`src/inc/sensor_mode_pkg.sv`:
```
// constants, types and helpers shared by the mode controller
package sensor_mode_pkg;
   // ----------------------------------------------------------
   // operating modes
   // ----------------------------------------------------------
   typedef enum logic [1:0] {
      m_standby, m_sleep, m_wake_sleep, m_continuous
   } mode_t;

   localparam logic [1:0] MODE_STANDBY    = 2'h0;
   localparam logic [1:0] MODE_SLEEP      = 2'h1;
   localparam logic [1:0] MODE_WAKE_SLEEP = 2'h2;
   localparam logic [1:0] MODE_CONTINUOUS = 2'h3;

   // ----------------------------------------------------------
   // internal configuration register
   // ----------------------------------------------------------
   localparam logic [6:0] MODE_REG_ADDR   = 7'h01;
   localparam int         MODE_LSB        = 0;
   localparam int         WAKE_SEL_LSB    = 4;
   localparam logic [1:0] MODE_RESET      = 2'h0;
   localparam logic [3:0] WAKE_SEL_RESET  = 4'h0;

   // ----------------------------------------------------------
   // bus constants
   // ----------------------------------------------------------
   localparam logic [7:0] GCALL_BYTE      = 8'h00;
   localparam logic [3:0] BITS_PER_BYTE   = 4'h8;
   localparam logic [6:0] DEV_ADDR_DEF    = 7'h2A; // arbitrary

   // ----------------------------------------------------------
   // timing
   // ----------------------------------------------------------
   localparam int CLK_PERIOD_NS = 10;
   localparam int MS_NS         = 1000000;
   localparam int MS_CYCLES_DEF = MS_NS / CLK_PERIOD_NS;

   // wake interval in milliseconds per selector
   function automatic logic [15:0] wake_ms(input logic [3:0] sel);
      case (sel)
         4'h0:    wake_ms = 16'h0001;
         4'h1:    wake_ms = 16'h0005;
         4'h2:    wake_ms = 16'h000A;
         4'h3:    wake_ms = 16'h000F;
         4'h4:    wake_ms = 16'h0014;
         4'h5:    wake_ms = 16'h001E;
         4'h6:    wake_ms = 16'h0032;
         4'h7:    wake_ms = 16'h0064;
         4'h8:    wake_ms = 16'h01F4;
         4'h9:    wake_ms = 16'h03E8;
         4'hA:    wake_ms = 16'h07D0;
         4'hB:    wake_ms = 16'h1388;
         default: wake_ms = 16'h4E20;
      endcase
   endfunction

   function automatic mode_t to_mode(input logic [1:0] code);
      case (code)
         MODE_SLEEP:      to_mode = m_sleep;
         MODE_WAKE_SLEEP: to_mode = m_wake_sleep;
         MODE_CONTINUOUS: to_mode = m_continuous;
         default:         to_mode = m_standby;
      endcase
   endfunction
endpackage

```
`src/wake_timer.sv`:
```
// millisecond interval timer for wake-and-sleep
`timescale 1ns/100ps
module wake_timer
   import sensor_mode_pkg::*;
#(
   parameter int MS_CYCLES = MS_CYCLES_DEF
) (
   input  wire logic        ref_clk,
   input  wire logic        reset_n,
   input  wire logic        run,
   input  wire logic [15:0] interval_ms,
   output logic             expire
);
   logic [31:0] tick_cnt;
   logic [15:0] ms_cnt;
   logic        ms_tick;

   assign ms_tick = (tick_cnt == 32'(MS_CYCLES - 1));

   // ----------------------------------------------------------
   // counters restart whenever the mode is left
   // ----------------------------------------------------------
   always_ff @(posedge ref_clk or negedge reset_n) begin
      if (!reset_n) begin
         tick_cnt <= 32'h0;
      end else if (!run || ms_tick) begin
         tick_cnt <= 32'h0;
      end else begin
         tick_cnt <= tick_cnt + 32'h1;
      end
   end

   always_ff @(posedge ref_clk or negedge reset_n) begin
      if (!reset_n) begin
         ms_cnt <= 16'h0;
         expire <= 1'b0;
      end else begin
         expire <= 1'b0;
         if (!run) begin
            ms_cnt <= 16'h0;
         end else if (ms_tick) begin
            if (ms_cnt >= interval_ms - 16'h1) begin
               ms_cnt <= 16'h0;
               expire <= 1'b1;
            end else begin
               ms_cnt <= ms_cnt + 16'h1;
            end
         end
      end
   end
endmodule

```
`src/sensor_mode_ctrl_i2c_write.sv`:
```
// operating-mode controller and i2c write-frame receiver
`timescale 1ns/100ps
module sensor_mode_ctrl_i2c_write
   import sensor_mode_pkg::*;
#(
   parameter int MS_CYCLES = MS_CYCLES_DEF
) (
   input  wire logic       ref_clk,
   input  wire logic       reset_n,
   input  wire logic [6:0] dev_addr,
   input  wire logic       scl_in,
   input  wire logic       sda_in,
   output logic            sda_out,
   output logic            sda_oe,
   input  wire logic       int_n_in,
   output logic            int_n_out,
   output logic            int_n_oe,
   input  wire logic       int_latch_en,
   input  wire logic       int_event,
   input  wire logic       conv_done,
   input  wire logic       int_cond_met,
   output logic            conv_start,
   output logic            result_store,
   output logic            result_clear,
   output logic [1:0]      op_mode,
   output logic [3:0]      wake_interval_sel,
   output logic            user_access,
   output logic            reg_wr,
   output logic [6:0]      reg_addr,
   output logic [7:0]      reg_wdata
);
   // ----------------------------------------------------------
   // pin synchronisers
   // ----------------------------------------------------------
   logic [2:0] scl_s;
   logic [2:0] sda_s;
   logic [2:0] int_s;

   always_ff @(posedge ref_clk or negedge reset_n) begin
      if (!reset_n) begin
         scl_s <= 3'h7;
         sda_s <= 3'h7;
         int_s <= 3'h7;
      end else begin
         scl_s <= {scl_s[1:0], scl_in};
         sda_s <= {sda_s[1:0], sda_in};
         int_s <= {int_s[1:0], int_n_in};
      end
   end

   // only stages 1 and 2 are looked at
   logic scl_rise;
   logic scl_fall;
   logic bus_start;
   logic bus_stop;
   logic int_edge;

   assign scl_rise  = scl_s[1] & ~scl_s[2];
   assign scl_fall  = ~scl_s[1] & scl_s[2];
   assign bus_start = scl_s[1] & scl_s[2] & sda_s[2] & ~sda_s[1];
   assign bus_stop  = scl_s[1] & scl_s[2] & ~sda_s[2] & sda_s[1];
   // own drive of the pin is not a trigger
   assign int_edge  = int_s[2] & ~int_s[1] & ~int_n_oe;

   // ----------------------------------------------------------
   // i2c write-frame receiver
   // ----------------------------------------------------------
   typedef enum logic [1:0] {b_idle, b_addr, b_cmd, b_data} bus_t;

   bus_t       bstate;
   logic [3:0] bit_cnt;
   logic [7:0] shreg;
   logic       ack_phase;
   logic [6:0] ptr;
   logic       byte_end;
   logic       addr_hit;
   logic       cmd_trig;
   logic       gcall;
   logic       own_hit;

   assign byte_end = scl_fall & ~ack_phase & (bit_cnt == BITS_PER_BYTE)
                   & (bstate != b_idle);
   assign gcall    = (shreg == GCALL_BYTE);
   assign own_hit  = (shreg[7:1] == dev_addr);

   always_ff @(posedge ref_clk or negedge reset_n) begin
      if (!reset_n) begin
         bstate    <= b_idle;
         bit_cnt   <= 4'h0;
         shreg     <= 8'h00;
         ack_phase <= 1'b0;
         sda_oe    <= 1'b0;
      end else if (bus_start) begin
         bstate    <= b_addr;
         bit_cnt   <= 4'h0;
         ack_phase <= 1'b0;
         sda_oe    <= 1'b0;
      end else if (bus_stop) begin
         bstate    <= b_idle;
         ack_phase <= 1'b0;
         sda_oe    <= 1'b0;
      end else if (scl_rise && !ack_phase && bstate != b_idle) begin
         shreg   <= {shreg[6:0], sda_s[2]};
         bit_cnt <= bit_cnt + 4'h1;
      end else if (byte_end) begin
         bit_cnt   <= 4'h0;
         ack_phase <= 1'b1;
         case (bstate)
            b_addr: begin
               if (gcall || (own_hit && !shreg[0])) begin
                  bstate <= b_cmd;
                  sda_oe <= 1'b1;
               end else begin
                  bstate <= b_idle;
               end
            end
            b_cmd: begin
               bstate <= b_data;
               sda_oe <= 1'b1;
            end
            b_data: begin
               sda_oe <= 1'b1;
            end
            default: begin
               bstate <= b_idle;
            end
         endcase
      end else if (scl_fall && ack_phase) begin
         ack_phase <= 1'b0;
         sda_oe    <= 1'b0;
      end
   end

   // ack is a pull low only
   assign sda_out = 1'b0;

   // address pointer, trigger and write strobe
   always_ff @(posedge ref_clk or negedge reset_n) begin
      if (!reset_n) begin
         ptr       <= 7'h00;
         reg_wr    <= 1'b0;
         reg_addr  <= 7'h00;
         reg_wdata <= 8'h00;
         cmd_trig  <= 1'b0;
         addr_hit  <= 1'b0;
      end else begin
         reg_wr   <= 1'b0;
         cmd_trig <= 1'b0;
         addr_hit <= 1'b0;
         if (byte_end) begin
            case (bstate)
               b_addr: begin
                  addr_hit <= gcall | own_hit;
               end
               b_cmd: begin
                  ptr      <= shreg[6:0];
                  cmd_trig <= shreg[7];
               end
               b_data: begin
                  reg_wr    <= 1'b1;
                  reg_addr  <= ptr;
                  reg_wdata <= shreg;
                  ptr       <= ptr + 7'h1;
               end
               default: begin
                  ptr <= ptr;
               end
            endcase
         end
      end
   end

   // ----------------------------------------------------------
   // configuration kept in every mode
   // ----------------------------------------------------------
   logic [1:0] cfg_mode;
   logic       cfg_wr;

   // writes reach the user registers only when open
   assign cfg_wr = reg_wr & user_access & (reg_addr == MODE_REG_ADDR);

   always_ff @(posedge ref_clk or negedge reset_n) begin
      if (!reset_n) begin
         cfg_mode          <= MODE_RESET;
         wake_interval_sel <= WAKE_SEL_RESET;
      end else if (cfg_wr) begin
         cfg_mode          <= reg_wdata[MODE_LSB +: 2];
         wake_interval_sel <= reg_wdata[WAKE_SEL_LSB +: 4];
      end
   end

   // ----------------------------------------------------------
   // operating mode machine
   // ----------------------------------------------------------
   mode_t mode;
   mode_t next_mode;
   logic  wake_req;
   logic  tmr_expire;
   logic  cont_kick;

   assign wake_req = addr_hit | int_edge;

   always_comb begin
      next_mode = mode;
      case (mode)
         m_standby: begin
            if (cfg_wr) begin
               next_mode = to_mode(reg_wdata[MODE_LSB +: 2]);
            end
         end
         m_continuous: begin
            if (cfg_wr) begin
               next_mode = to_mode(reg_wdata[MODE_LSB +: 2]);
            end
         end
         m_sleep: begin
            if (wake_req) begin
               next_mode = m_standby;
            end
         end
         m_wake_sleep: begin
            if (wake_req) begin
               next_mode = m_standby;
            end else if (conv_done && int_cond_met) begin
               next_mode = m_standby;
            end
         end
         default: begin
            next_mode = m_standby;
         end
      endcase
   end

   always_ff @(posedge ref_clk or negedge reset_n) begin
      if (!reset_n) begin
         mode         <= m_standby;
         op_mode      <= MODE_STANDBY;
         result_clear <= 1'b0;
         cont_kick    <= 1'b0;
      end else begin
         mode         <= next_mode;
         result_clear <= (next_mode == m_sleep) & (mode != m_sleep);
         cont_kick    <= (next_mode == m_continuous)
                       && (mode != m_continuous);
         case (next_mode)
            m_sleep:      op_mode <= MODE_SLEEP;
            m_wake_sleep: op_mode <= MODE_WAKE_SLEEP;
            m_continuous: op_mode <= MODE_CONTINUOUS;
            default:      op_mode <= MODE_STANDBY;
         endcase
      end
   end

   assign user_access = (mode == m_standby) | (mode == m_continuous);

   // ----------------------------------------------------------
   // conversion control and result handling
   // ----------------------------------------------------------
   wake_timer #(
      .MS_CYCLES  (MS_CYCLES)
   ) u_wake_timer (
      .ref_clk     (ref_clk),
      .reset_n     (reset_n),
      .run         (mode == m_wake_sleep),
      .interval_ms (wake_ms(wake_interval_sel)),
      .expire      (tmr_expire)
   );

   always_ff @(posedge ref_clk or negedge reset_n) begin
      if (!reset_n) begin
         conv_start   <= 1'b0;
         result_store <= 1'b0;
      end else begin
         case (mode)
            m_standby: begin
               conv_start   <= cmd_trig | int_edge;
               result_store <= conv_done;
            end
            m_wake_sleep: begin
               conv_start   <= tmr_expire;
               result_store <= conv_done & int_cond_met;
            end
            m_continuous: begin
               // restart off each finish keeps the sensor busy
               conv_start   <= cont_kick | conv_done;
               result_store <= conv_done;
            end
            default: begin
               conv_start   <= 1'b0;
               result_store <= 1'b0;
            end
         endcase
      end
   end

   // ----------------------------------------------------------
   // latched interrupt pin
   // ----------------------------------------------------------
   logic int_latch;

   always_ff @(posedge ref_clk or negedge reset_n) begin
      if (!reset_n) begin
         int_latch <= 1'b0;
      end else if (int_event && int_latch_en) begin
         int_latch <= 1'b1;
      end else if (addr_hit) begin
         int_latch <= 1'b0;
      end
   end

   assign int_n_oe  = int_latch;
   assign int_n_out = 1'b0;
endmodule

```
`config.mk`:
```
export PLATFORM = sky130hd
export DESIGN_NAME = sensor_mode_ctrl_i2c_write
export DESIGN_NICKNAME = d
export VERILOG_FILES = /design/src/inc/sensor_mode_pkg.sv /design/src/wake_timer.sv /design/src/sensor_mode_ctrl_i2c_write.sv
export SDC_FILE = /design/constraint.sdc
export NUM_CORES = 1
export LEC_CHECK = 0
export BUFFER_PORTS_ARGS = -buffer_cell sky130_fd_sc_hd__clkbuf_2
export CAP_MARGIN = 20
export CORE_MARGIN = 2
export CORE_UTILIZATION = 42
export CTS_CLUSTER_DIAMETER = 60
export DETAILED_ROUTE_END_ITERATION = 7
export PLACE_DENSITY = 0.62
export SYNTH_ARGS = -nofsm -noshare
export SYNTH_HDL_FRONTEND = slang
export SYNTH_SLANG_ARGS = --single-unit
```
`constraint.sdc`:
```
create_clock -name ref_clk -period 3.4 [get_ports ref_clk]
set_clock_uncertainty 0.1 [all_clocks]
set_input_delay 0.34 -clock ref_clk [delete_from_list [all_inputs] [get_ports ref_clk]]
set_output_delay 0.34 -clock ref_clk [all_outputs]
set_load 0.005 [all_outputs]
```
# Yosys cells after proc, flatten, opt, wreduce, memory -nomap -nowiden
# Memories as Yosys holds them, arrays and structs flattened.
# Cells that the tools add are included.
dict set report classes {
  addsub 5
  multipliers 0
  n_div 0
  order_cmp 1
  n_eq_ne 24
  n_shift 0
  muxes 46
  bitwise_logic 30
  reduce_logical 29
}
# operator count
set op_table {}
lappend op_table {{16-bit 2-to-1 mux} 3}
lappend op_table {{32-bit by 1-bit adder with 32-bit output (second input constant)} 1}
lappend op_table {{32-bit by 17-bit equality test with 1-bit output (second input constant)} 1}
lappend op_table {{32-bit 2-to-1 mux} 1}
lappend op_table {{2-bit one-hot mux with 3 select lines} 4}
lappend op_table {{1-bit 2-to-1 mux} 21}
lappend op_table {{2-bit 2-to-1 mux} 9}
lappend op_table {{16-bit by 1-bit adder with 16-bit output (second input constant)} 1}
lappend op_table {{1-bit AND} 16}
lappend op_table {{2-bit equality test (second input constant)} 8}
lappend op_table {{16-bit >= comparator} 1}
lappend op_table {{4-bit 2-to-1 mux} 4}
lappend op_table {{16-bit by 1-bit subtractor with 16-bit output (second input constant)} 1}
lappend op_table {{7-bit one-hot mux with 2 select lines} 1}
lappend op_table {{1-bit inverter} 9}
lappend op_table {{2-bit by 1-bit equality test with 1-bit output (second input constant)} 4}
lappend op_table {{8-bit zero test} 1}
lappend op_table {{2-bit AND reduction} 4}
lappend op_table {{7-bit by 1-bit adder with 7-bit output (second input constant)} 1}
lappend op_table {{7-bit by 1-bit equality test with 1-bit output (second input constant)} 1}
lappend op_table {{7-bit equality test} 1}
lappend op_table {{1-bit logical AND} 7}
lappend op_table {{2-bit inequality test (second input constant)} 3}
lappend op_table {{3-bit inequality test (second input constant)} 2}
lappend op_table {{other kinds (17)} 30}
dict set report word_totals {
  ff_bits 112
  latchBits 0
  ramBits 0
  rom_bits 224
  in_bits 16
  out_inout_bits 30
  elab_cells 161
  mem_count 1
}
# name words width read_ports rd_ports_with_merged_regs wr line
set mem_list {}
lappend mem_list {{(name not given)} 16 14 1 0 0 sensor_mode_pkg.sv:40} ;# case (sel)

# Longest topological paths before layout
# Gate-level depths: netlist of the first run.
dict set report depth {
  depth_word 9
  ltp_mapped 16
  depth_no_buf 15
}

# Cells and area by module
# From an unflattened synthesis of the first run, not the netlist that was laid out.
dict set report unflattened {
  cells_unflattened 663
  area_unflattened_um2 6453.7
}
# mod n_inst cells_per_inst area_per_inst_um2 seq_area_each_um2
set by_module_without_submodules {}
lappend by_module_without_submodules {wake_timer 1 376 3305.7 1226.2}
lappend by_module_without_submodules {sensor_mode_ctrl_i2c_write 1 287 3148.0 1562.7}

# Least setup slack after synthesis of the first run
# No wires, ideal clock.
dict set report synth_path {
  path_type {reg-to-reg}
  from {reg wake_interval_sel[1]}
  to {reg u_wake_timer.ms_cnt[12]}
  setup_ps 124
  arrival_ps 3294
  required_time_ps 3176
  path_slack_ps -118
  stages_incl_launch_ff 17
  path_buffers 1
  synth_period_minus_slack_ps 3518
  path_cell_list {dfrtp_1 inv_1 ha_1 and2_1 o21ai_0 ha_1 and3b_1 and2_1 a21oi_1 ha_1 nand4_1 nor3_1 o2111ai_1 nand4_1 clkbuf_1 nor2_1 a211o_1}
}
dict set report synth_via {
  elab_chain_len 6
}
# element line
set synth_rtl {}
lappend synth_rtl {{start: declaration} sensor_mode_ctrl_i2c_write.sv:26} ;# output logic [3:0] wake_interval_sel,
lappend synth_rtl {{start signal: assignment} sensor_mode_ctrl_i2c_write.sv:188} ;# wake_interval_sel <= reg_wdata[WAKE_SEL_LSB +: 4];
lappend synth_rtl {{memory read 16 x 14 bit} --}
lappend synth_rtl {{16-bit by 1-bit subtractor with 16-bit output} wake_timer.sv:42} ;# if (ms_cnt >= interval_ms - 16'h1) begin
lappend synth_rtl {{16-bit >= comparator} wake_timer.sv:42}
lappend synth_rtl {{16-bit 2-to-1 mux} wake_timer.sv:42}
lappend synth_rtl {{16-bit 2-to-1 mux} wake_timer.sv:41} ;# end else if (ms_tick) begin
lappend synth_rtl {{16-bit 2-to-1 mux} wake_timer.sv:39} ;# if (!run) begin
lappend synth_rtl {{end signal: assignment} wake_timer.sv:46} ;# ms_cnt <= ms_cnt + 16'h1;
lappend synth_rtl {{end: declaration} wake_timer.sv:15} ;# logic [15:0] ms_cnt;
# No other way between the ends. The select of a mux whose other input is x is not followed.
# A chain may end at the register's enable or synchronous reset.

# Worst setup path in the final report of the first run
dict set report layout_path {
  from {reg wake_interval_sel[1]}
  to {reg u_wake_timer.ms_cnt[14]}
}
# Same word-level chain as after synthesis.

==> results of run 1 <==
==> Yosys cell counts (5+ instances only) <==
cell	number	share of area
nand2b_1	8	0.0084
inv_1	23	0.014
nor3_1	11	0.0092
o21ai_0	26	0.022
ha_1	36	0.075
a21oi_1	28	0.023
dfrtp_1	102	0.43
nor2_1	75	0.047
xnor2_1	16	0.023
nor4_1	9	0.0094
dfstp_2	9	0.040
a211o_1	5	0.0073
xor2_1	35	0.051
nand4_1	15	0.016
clkbuf_1	12	0.0075
mux2_2	26	0.049
nand3_1	27	0.023
nand2_1	48	0.030
buf_2	5	0.0042
or3_1	5	0.0052
and3_1	13	0.014
and2_1	5	0.0052
==> routing by layer <==
layer	share of wire	global-route usage	wire length, um	vias up
met5	0	0	0	-
met4	0.028	0.0646	364	0
met3	0.037	0.0466	476	23
met2	0.49	0.304	6280	83
met1	0.44	0.235	5690	2208
li1	-	-	-	2214
==> registers in the layout, summed over array words and instances, names as in the netlist, 2 cells and up <==
name	cells
bstate	2
mode	2
u_wake_timer.ms_cnt	16
bit_cnt	4
sda_s	3
reg_addr	7
u_wake_timer.tick_cnt	32
scl_s	3
shreg	8
reg_wdata	8
ptr	7
wake_interval_sel	4
int_s	3
==> metrics by stage <==
stage	std cells	hold WS [ps]	worst slack (ps)
final	842	108	165
after global routing	842	129	-34.5
after CTS	841	104	43.1
after detailed placement	821	230	-9.89
after global placement	821	224	145
after floorplan	601	-55.6	33.4
==> critical path, stage by stage (launching register included) <==
cell     delay, ps
dfrtp_2        420
inv_1           90
ha_1           230
and2_1         170
o21a_1         220
nor3b_2        220
buf_4          150
xor2_1         160
ha_1           270
a21oi_1        150
o21ai_1         80
a21oi_1        180
nand4_1        200
buf_6          190
nor4_4         230
a21o_1         100
==> logic make-up after synthesis <==
logic type                 after synthesis  share of synthesized area
and+or+nand+nor                        237                      0.200
DFF                                    111                      0.467
AOI/OAI and AO/OA                       88                     0.0912
xor gates and xnor gates                51                     0.0748
buffers and inverters                   46                     0.0344
adders and majority gates               36                     0.0755
muxes                                   30                     0.0558
other                                    1                   0.000628
==> cell type report <==
cell class	count	area, um2
repair buffers	67	415
flip-flops and latches	111	2790
fillers	1277	7020
multi-input cells	444	3070
clock inverters	5	41.3
clock buffers	11	233
inverters	24	90.1
well taps	180	225
==> power groups by stage <==
stage          combinational [W]  sequential (W)  clock [W]
3_3_place_gp            0.000185         0.00148          0
4_1_cts                 0.000198         0.00146    0.00103
5_1_grt                 0.000223         0.00147    0.00108
3_5_place_dp            0.000192         0.00148          0
6_report                0.000193         0.00146   0.000995
2_1_floorplan           0.000129         0.00145          0
==> repair_timing <==
item | 4_1_cts | 5_1_grt
endpoints found under the hold margin | 34 | 0
buffers inserted | 0 | 0
endpoints found under the setup margin | 11 | 17
cloned | 0 | 1
pin swaps | 0 | 9
hold buffers | 4 | 0
resized for setup | 2 | 26
==> path summary, 6_finish.rpt <==
| path | from | endpoint | slack (ps) |
|---|---|---|---|
| setup / recovery | wake_interval_sel[1] | u_wake_timer.ms_cnt[14] | 170 |
| hold / removal | int_latch_en | int_n_oe | 110 |
| setup reg to reg | wake_interval_sel[1] | u_wake_timer.ms_cnt[14] | 170 |
| hold reg to reg | int_s[0] | int_s[1] | 260 |
| max in group asynchronous | reset_n | scl_s[0] | 2000 |
| min in group asynchronous | reset_n | u_wake_timer.ms_cnt[15] | 390 |
==> flow_summary_export.csv, run 1 <==
group,metric,value,unit
drt,post_drt_wl_per_cell,15.2,um
critical_path,reg2regPathDepth,15,
clocking,clk_path_buf_depth,2,
sta,setup_violations,0,
synth,synth_edf_count,0,
sta,fin_crit_sh,0.951,
synth,ys_warn_count,0,
sta,hold_viol_final,0,
sta,setup_tns,0,ps
clocking,insertion_delay,360,ps
synth,ys_seq_elements,111,
critical_path,required,3590,ps
floorplanning,core_area,13900,um2
synth,synthArstFlopShare,1.00,
cells_and_area,drive_gt1_frac,0.211,
sta,worst_slew_pin_slew,719,ps
floorplanning,ioPinCount,46,
power,p_seq_frac,0.551,
critical_path,cp.arrival,3430,ps
synth,syn_avg_cell_area,9.95,um2
drt,dr.pass1.iters,4,
power,fin_total_pwr,0.00265,W
power,power.density,386,nW/um2
synth,synth_area,5970,um2
power,p_sw,0.000666,W
power,power_frac_comb,0.073,
place,place_area,6460,um2
clocking,cts_tree,"built",
synth,yosysUniqueCellTypes,56,
sta,period_minus_slack,3230,ps
floorplanning,design.die.area,15200,um2
flow_run,cap_violations,0,
place,io_buffers,43,
clocking,clockRootBuffer,"clkbuf_16",
clocking,htreeDepth,3,
status,outcome,"finished clean",
drt,drtAntennaViolNets,0,
floorplanning,chipWidth,123,um
place,dp.final_hpwl,9.35,mm
global_routing,grt_pass1_wl,21.9,mm
power,p_leak,3.13,nW
cells_and_area,final_cell_area,6860,um2
cells_and_area,layout.nets,709,
clocking,cts-buffers-inserted,9,
clocking,clk_pin_slew_worst_paths,70,ps
drt,routed_via_density,5.38,
cells_and_area,layout_commonest_cell,"dfrtp_1",
power,clkPwrFrac,0.376,
floorplanning,start_util,0.430,
hold_path,hold_path_depth,3,
synth,seq_area_frac_synth,0.467,
global_routing,gr-total-overflow,0,
cells_and_area,n_antenna_cell,0,
cells_and_area,most-common-layout-cells,"100 x dfrtp_1, 75 x nor2_1, 48 x nand2_1",
drt,via_count,4528,
drt,drt_iter0_markers,180,
sta,maxSlewViolCount,0,
hold_path,hold_class,"input pin to flop",
critical_path,cp_max_fo,5,
power,switching_share,0.252,
synth,ys.flop_type,"dfrtp_1",
synth,syn_inst,600,
global_routing,antenna_found_initial,0,
drt,wl,12.8,mm
place,place_congestion,0.881,
sta,rsz0062_at_grt,"yes",
sta,maxSlewHeadroom,0.519,
critical_path,crit_path_end_kind,"flop",
floorplanning,rows,43,
global_routing,grt_start_max_net_pins,35,
global_routing,track_usage,0.184,
critical_path,cp-start-kind,"flop",
cells_and_area,syn_to_final_growth,15.0,%
drt,drc_errors,0,
power,peakVddDrop,0.425,mV
clocking,cts.sinks,111,
cells_and_area,fin_util,0.494,
floorplanning,die_y,123,um
global_routing,grt_pass1_vias,4492,
critical_path,setup.worst_path.class,"flop to flop",
sta,fmax,309,MHz
power,p_int,0.00198,W
Power figures use the tool's default switching activity.
==> run 2, diff against run 1 <==
Settings changed: PLACE_DENSITY 0.62 to default.
==> run 2 against run 1 <==
Effect of this change: sequential power hardly changed; clock power is 7% higher; final cell count is 0.24% lower; sequential share of layout area hardly changed; critical endpoint is now u_wake_timer.ms_cnt[13]; critical path type unchanged; largest cell class unchanged.
==> flow_summary_export.csv, run 2 (same netlist as run 1, synthesis figures left out) <==
group,metric,value,unit
sta,timing.hold.ws,96.3,ps
cells_and_area,largest_registers,"u_wake_timer.tick_cnt: 32 flops, u_wake_timer.ms_cnt: 16 flops",
critical_path,reg2regPathDepth,16,
place,dp.final_hpwl,9.54,mm
clocking,cts.sinks,111,
critical_path,path_cells,"inv_1 > ha_1 > and2_1 > o21ai_1 > ha_2 > and3b_1 > and2_4 > a21oi_1 > ha_1 > nand4_1 > nor3_2 > o2111ai_2 > nand4_1 > buf_6 > nor2_1 > a211o_1",
clocking,clk_pin_slew_worst_paths,70,ps
critical_path,crit_path_end_kind,"flop",
critical_path,rr_endpoint,"u_wake_timer.ms_cnt[13]",
drt,post_drt_wl_per_cell,15.3,um
clocking,htreeDepth,3,
place,place_inst,820,
critical_path,cp_top_family,"simple AND/OR/NAND/NOR gates",
clocking,clockRootBuffer,"clkbuf_16",
power,fin_total_pwr,0.00271,W
hold_path,hp-start,"int_latch_en",
floorplanning,ioPinCount,46,
critical_path,reg2reg_from,"wake_interval_sel[1]",
sta,hold_viol_final,0,
global_routing,grt_pass1_wl,21.8,mm
critical_path,reg2reg_slack,150,ps
power,power.density,395,nW/um2
status,outcome,"finished clean",
cells_and_area,layout_commonest_cell,"dfrtp_1",
hold_path,hold_class,"input pin to flop",
sta,maxSlewViolCount,0,
floorplanning,rows,43,
critical_path,required,3530,ps
power,p_sw,0.000643,W
cells_and_area,layout.nets,707,
cells_and_area,regMostFlops,"u_wake_timer.tick_cnt",
hold_path,whs_endpoint,"int_n_oe",
cells_and_area,layout.cells.non_filler,840,
power,p_leak,3.13,nW
drt,dr.pass1.iters,5,
power,switching_share,0.237,
drt,drc_errors,0,
floorplanning,core_area,13900,um2
clocking,insertion_delay,350,ps
critical_path,slowest_delay,440,ps
floorplanning,die_y,123,um
cells_and_area,drive_gt1_frac,0.206,
critical_path,cp_slowest_cell,"dfrtp_2",
critical_path,cp.arrival,3380,ps
floorplanning,start_util,0.430,
clocking,clk_path_buf_depth,2,
clocking,cts_setup_buffers,0,
drt,via_count,4429,
drt,wl,12.8,mm
drt,routed_via_density,5.27,
sta,period_minus_slack,3250,ps
clocking,cts_tree,"built",
sta,fin_crit_sh,0.956,
critical_path,cp-start-kind,"flop",
global_routing,antenna_found_initial,0,
hold_path,hold_path_depth,3,
drt,drt_iter0_markers,188,
cells_and_area,largest_register_ff_count,32,
power,power_frac_comb,0.070,
power,clkPwrFrac,0.391,
sta,setup_violations,0,
sta,worst_slew_pin_slew,700,ps
power,peakVddDrop,0.296,mV
power,p_seq_frac,0.539,
critical_path,cp_num_buf_inv,2,
global_routing,grt_start_max_net_pins,54,
global_routing,track_usage,0.182,
cells_and_area,most-common-layout-cells,"101 x dfrtp_1, 74 x nor2_1, 48 x nand2_1",
flow_run,cap_violations,0,
global_routing,gr-total-overflow,0,
clocking,cts-buffers-inserted,9,
floorplanning,chipWidth,123,um
sta,maxSlewHeadroom,0.532,
place,io_buffers,43,
critical_path,cp_max_fo,11,
cells_and_area,n_antenna_cell,0,
power,p_int,0.00206,W
critical_path,setup.worst_path.class,"flop to flop",
cells_and_area,syn_to_final_growth,14.8,%
drt,drtAntennaViolNets,0,
sta,fmax,308,MHz
global_routing,grt_pass1_vias,4571,
floorplanning,design.die.area,15200,um2
place,place_congestion,0.870,
==> run 2: metrics by stage <==
| stage | TNS [ps] | utilization | cell area, um2 | setup WS [ps] |
|---|---|---|---|---|
| floorplan | 0 | - | 5970 | 33.4 |
| global placement | 0 | 0.465 | 6450 | 123 |
| detailed placement | -148 | 0.465 | 6450 | -44.6 |
| CTS | 0 | 0.490 | 6800 | 8.79 |
| global route | -352 | 0.494 | 6850 | -46.6 |
| finish | 0 | 0.494 | 6850 | 150 |
==> run 2: metal layers <==
metal  share of wire  track usage
met1            0.44        0.224
met2            0.50        0.317
met3           0.031       0.0397
met4           0.020       0.0575
met5               0            0
==> run 2: how the worst max path moves through the flow <==
stage                         start                       to  slack [ps]  cells past startpoint
4_1_cts        wake_interval_sel[1]  u_wake_timer.ms_cnt[13]           9                     16
3_5_place_dp   wake_interval_sel[0]   u_wake_timer.ms_cnt[9]         -40                     15
6_report       wake_interval_sel[1]  u_wake_timer.ms_cnt[13]         150                     16
5_1_grt        wake_interval_sel[0]  u_wake_timer.ms_cnt[13]         -50                     16
3_3_place_gp   wake_interval_sel[1]   u_wake_timer.ms_cnt[8]         120                     15
2_1_floorplan  wake_interval_sel[0]  u_wake_timer.ms_cnt[12]          30                     16
==> run 2: repair_timing <==
action	CTS	global route
gates resized for setup	2	17
pin swaps	0	4
endpoints found under the setup margin	11	17
hold endpoints to repair	53	0
hold buffers	4	0
==> run 2: power by group through the flow <==
stage,clock [W],combinational (W),sequential [W]
after global placement,0,0.000182,0.00148
after global routing,0.00114,0.000220,0.00147
after CTS,0.00109,0.000195,0.00146
after detailed placement,0,0.000191,0.00148
after floorplan,0,0.000129,0.00145
final,0.00106,0.000190,0.00146
==> run 2: area by class of cell <==
class                   instances  area (um2)
inverters                      24        93.8
clock buffers                  11         243
multi-input cells             444        3050
fillers                      1313        7030
well taps                     180         225
clock inverters                 5        55.1
repair buffers                 65         397
flip-flops and latches        111        2790
==> run 2: tightest hold or removal path: stages <==
cell and delay (ps):
clkbuf_2 80, nand2_1 40, o21ai_0 60
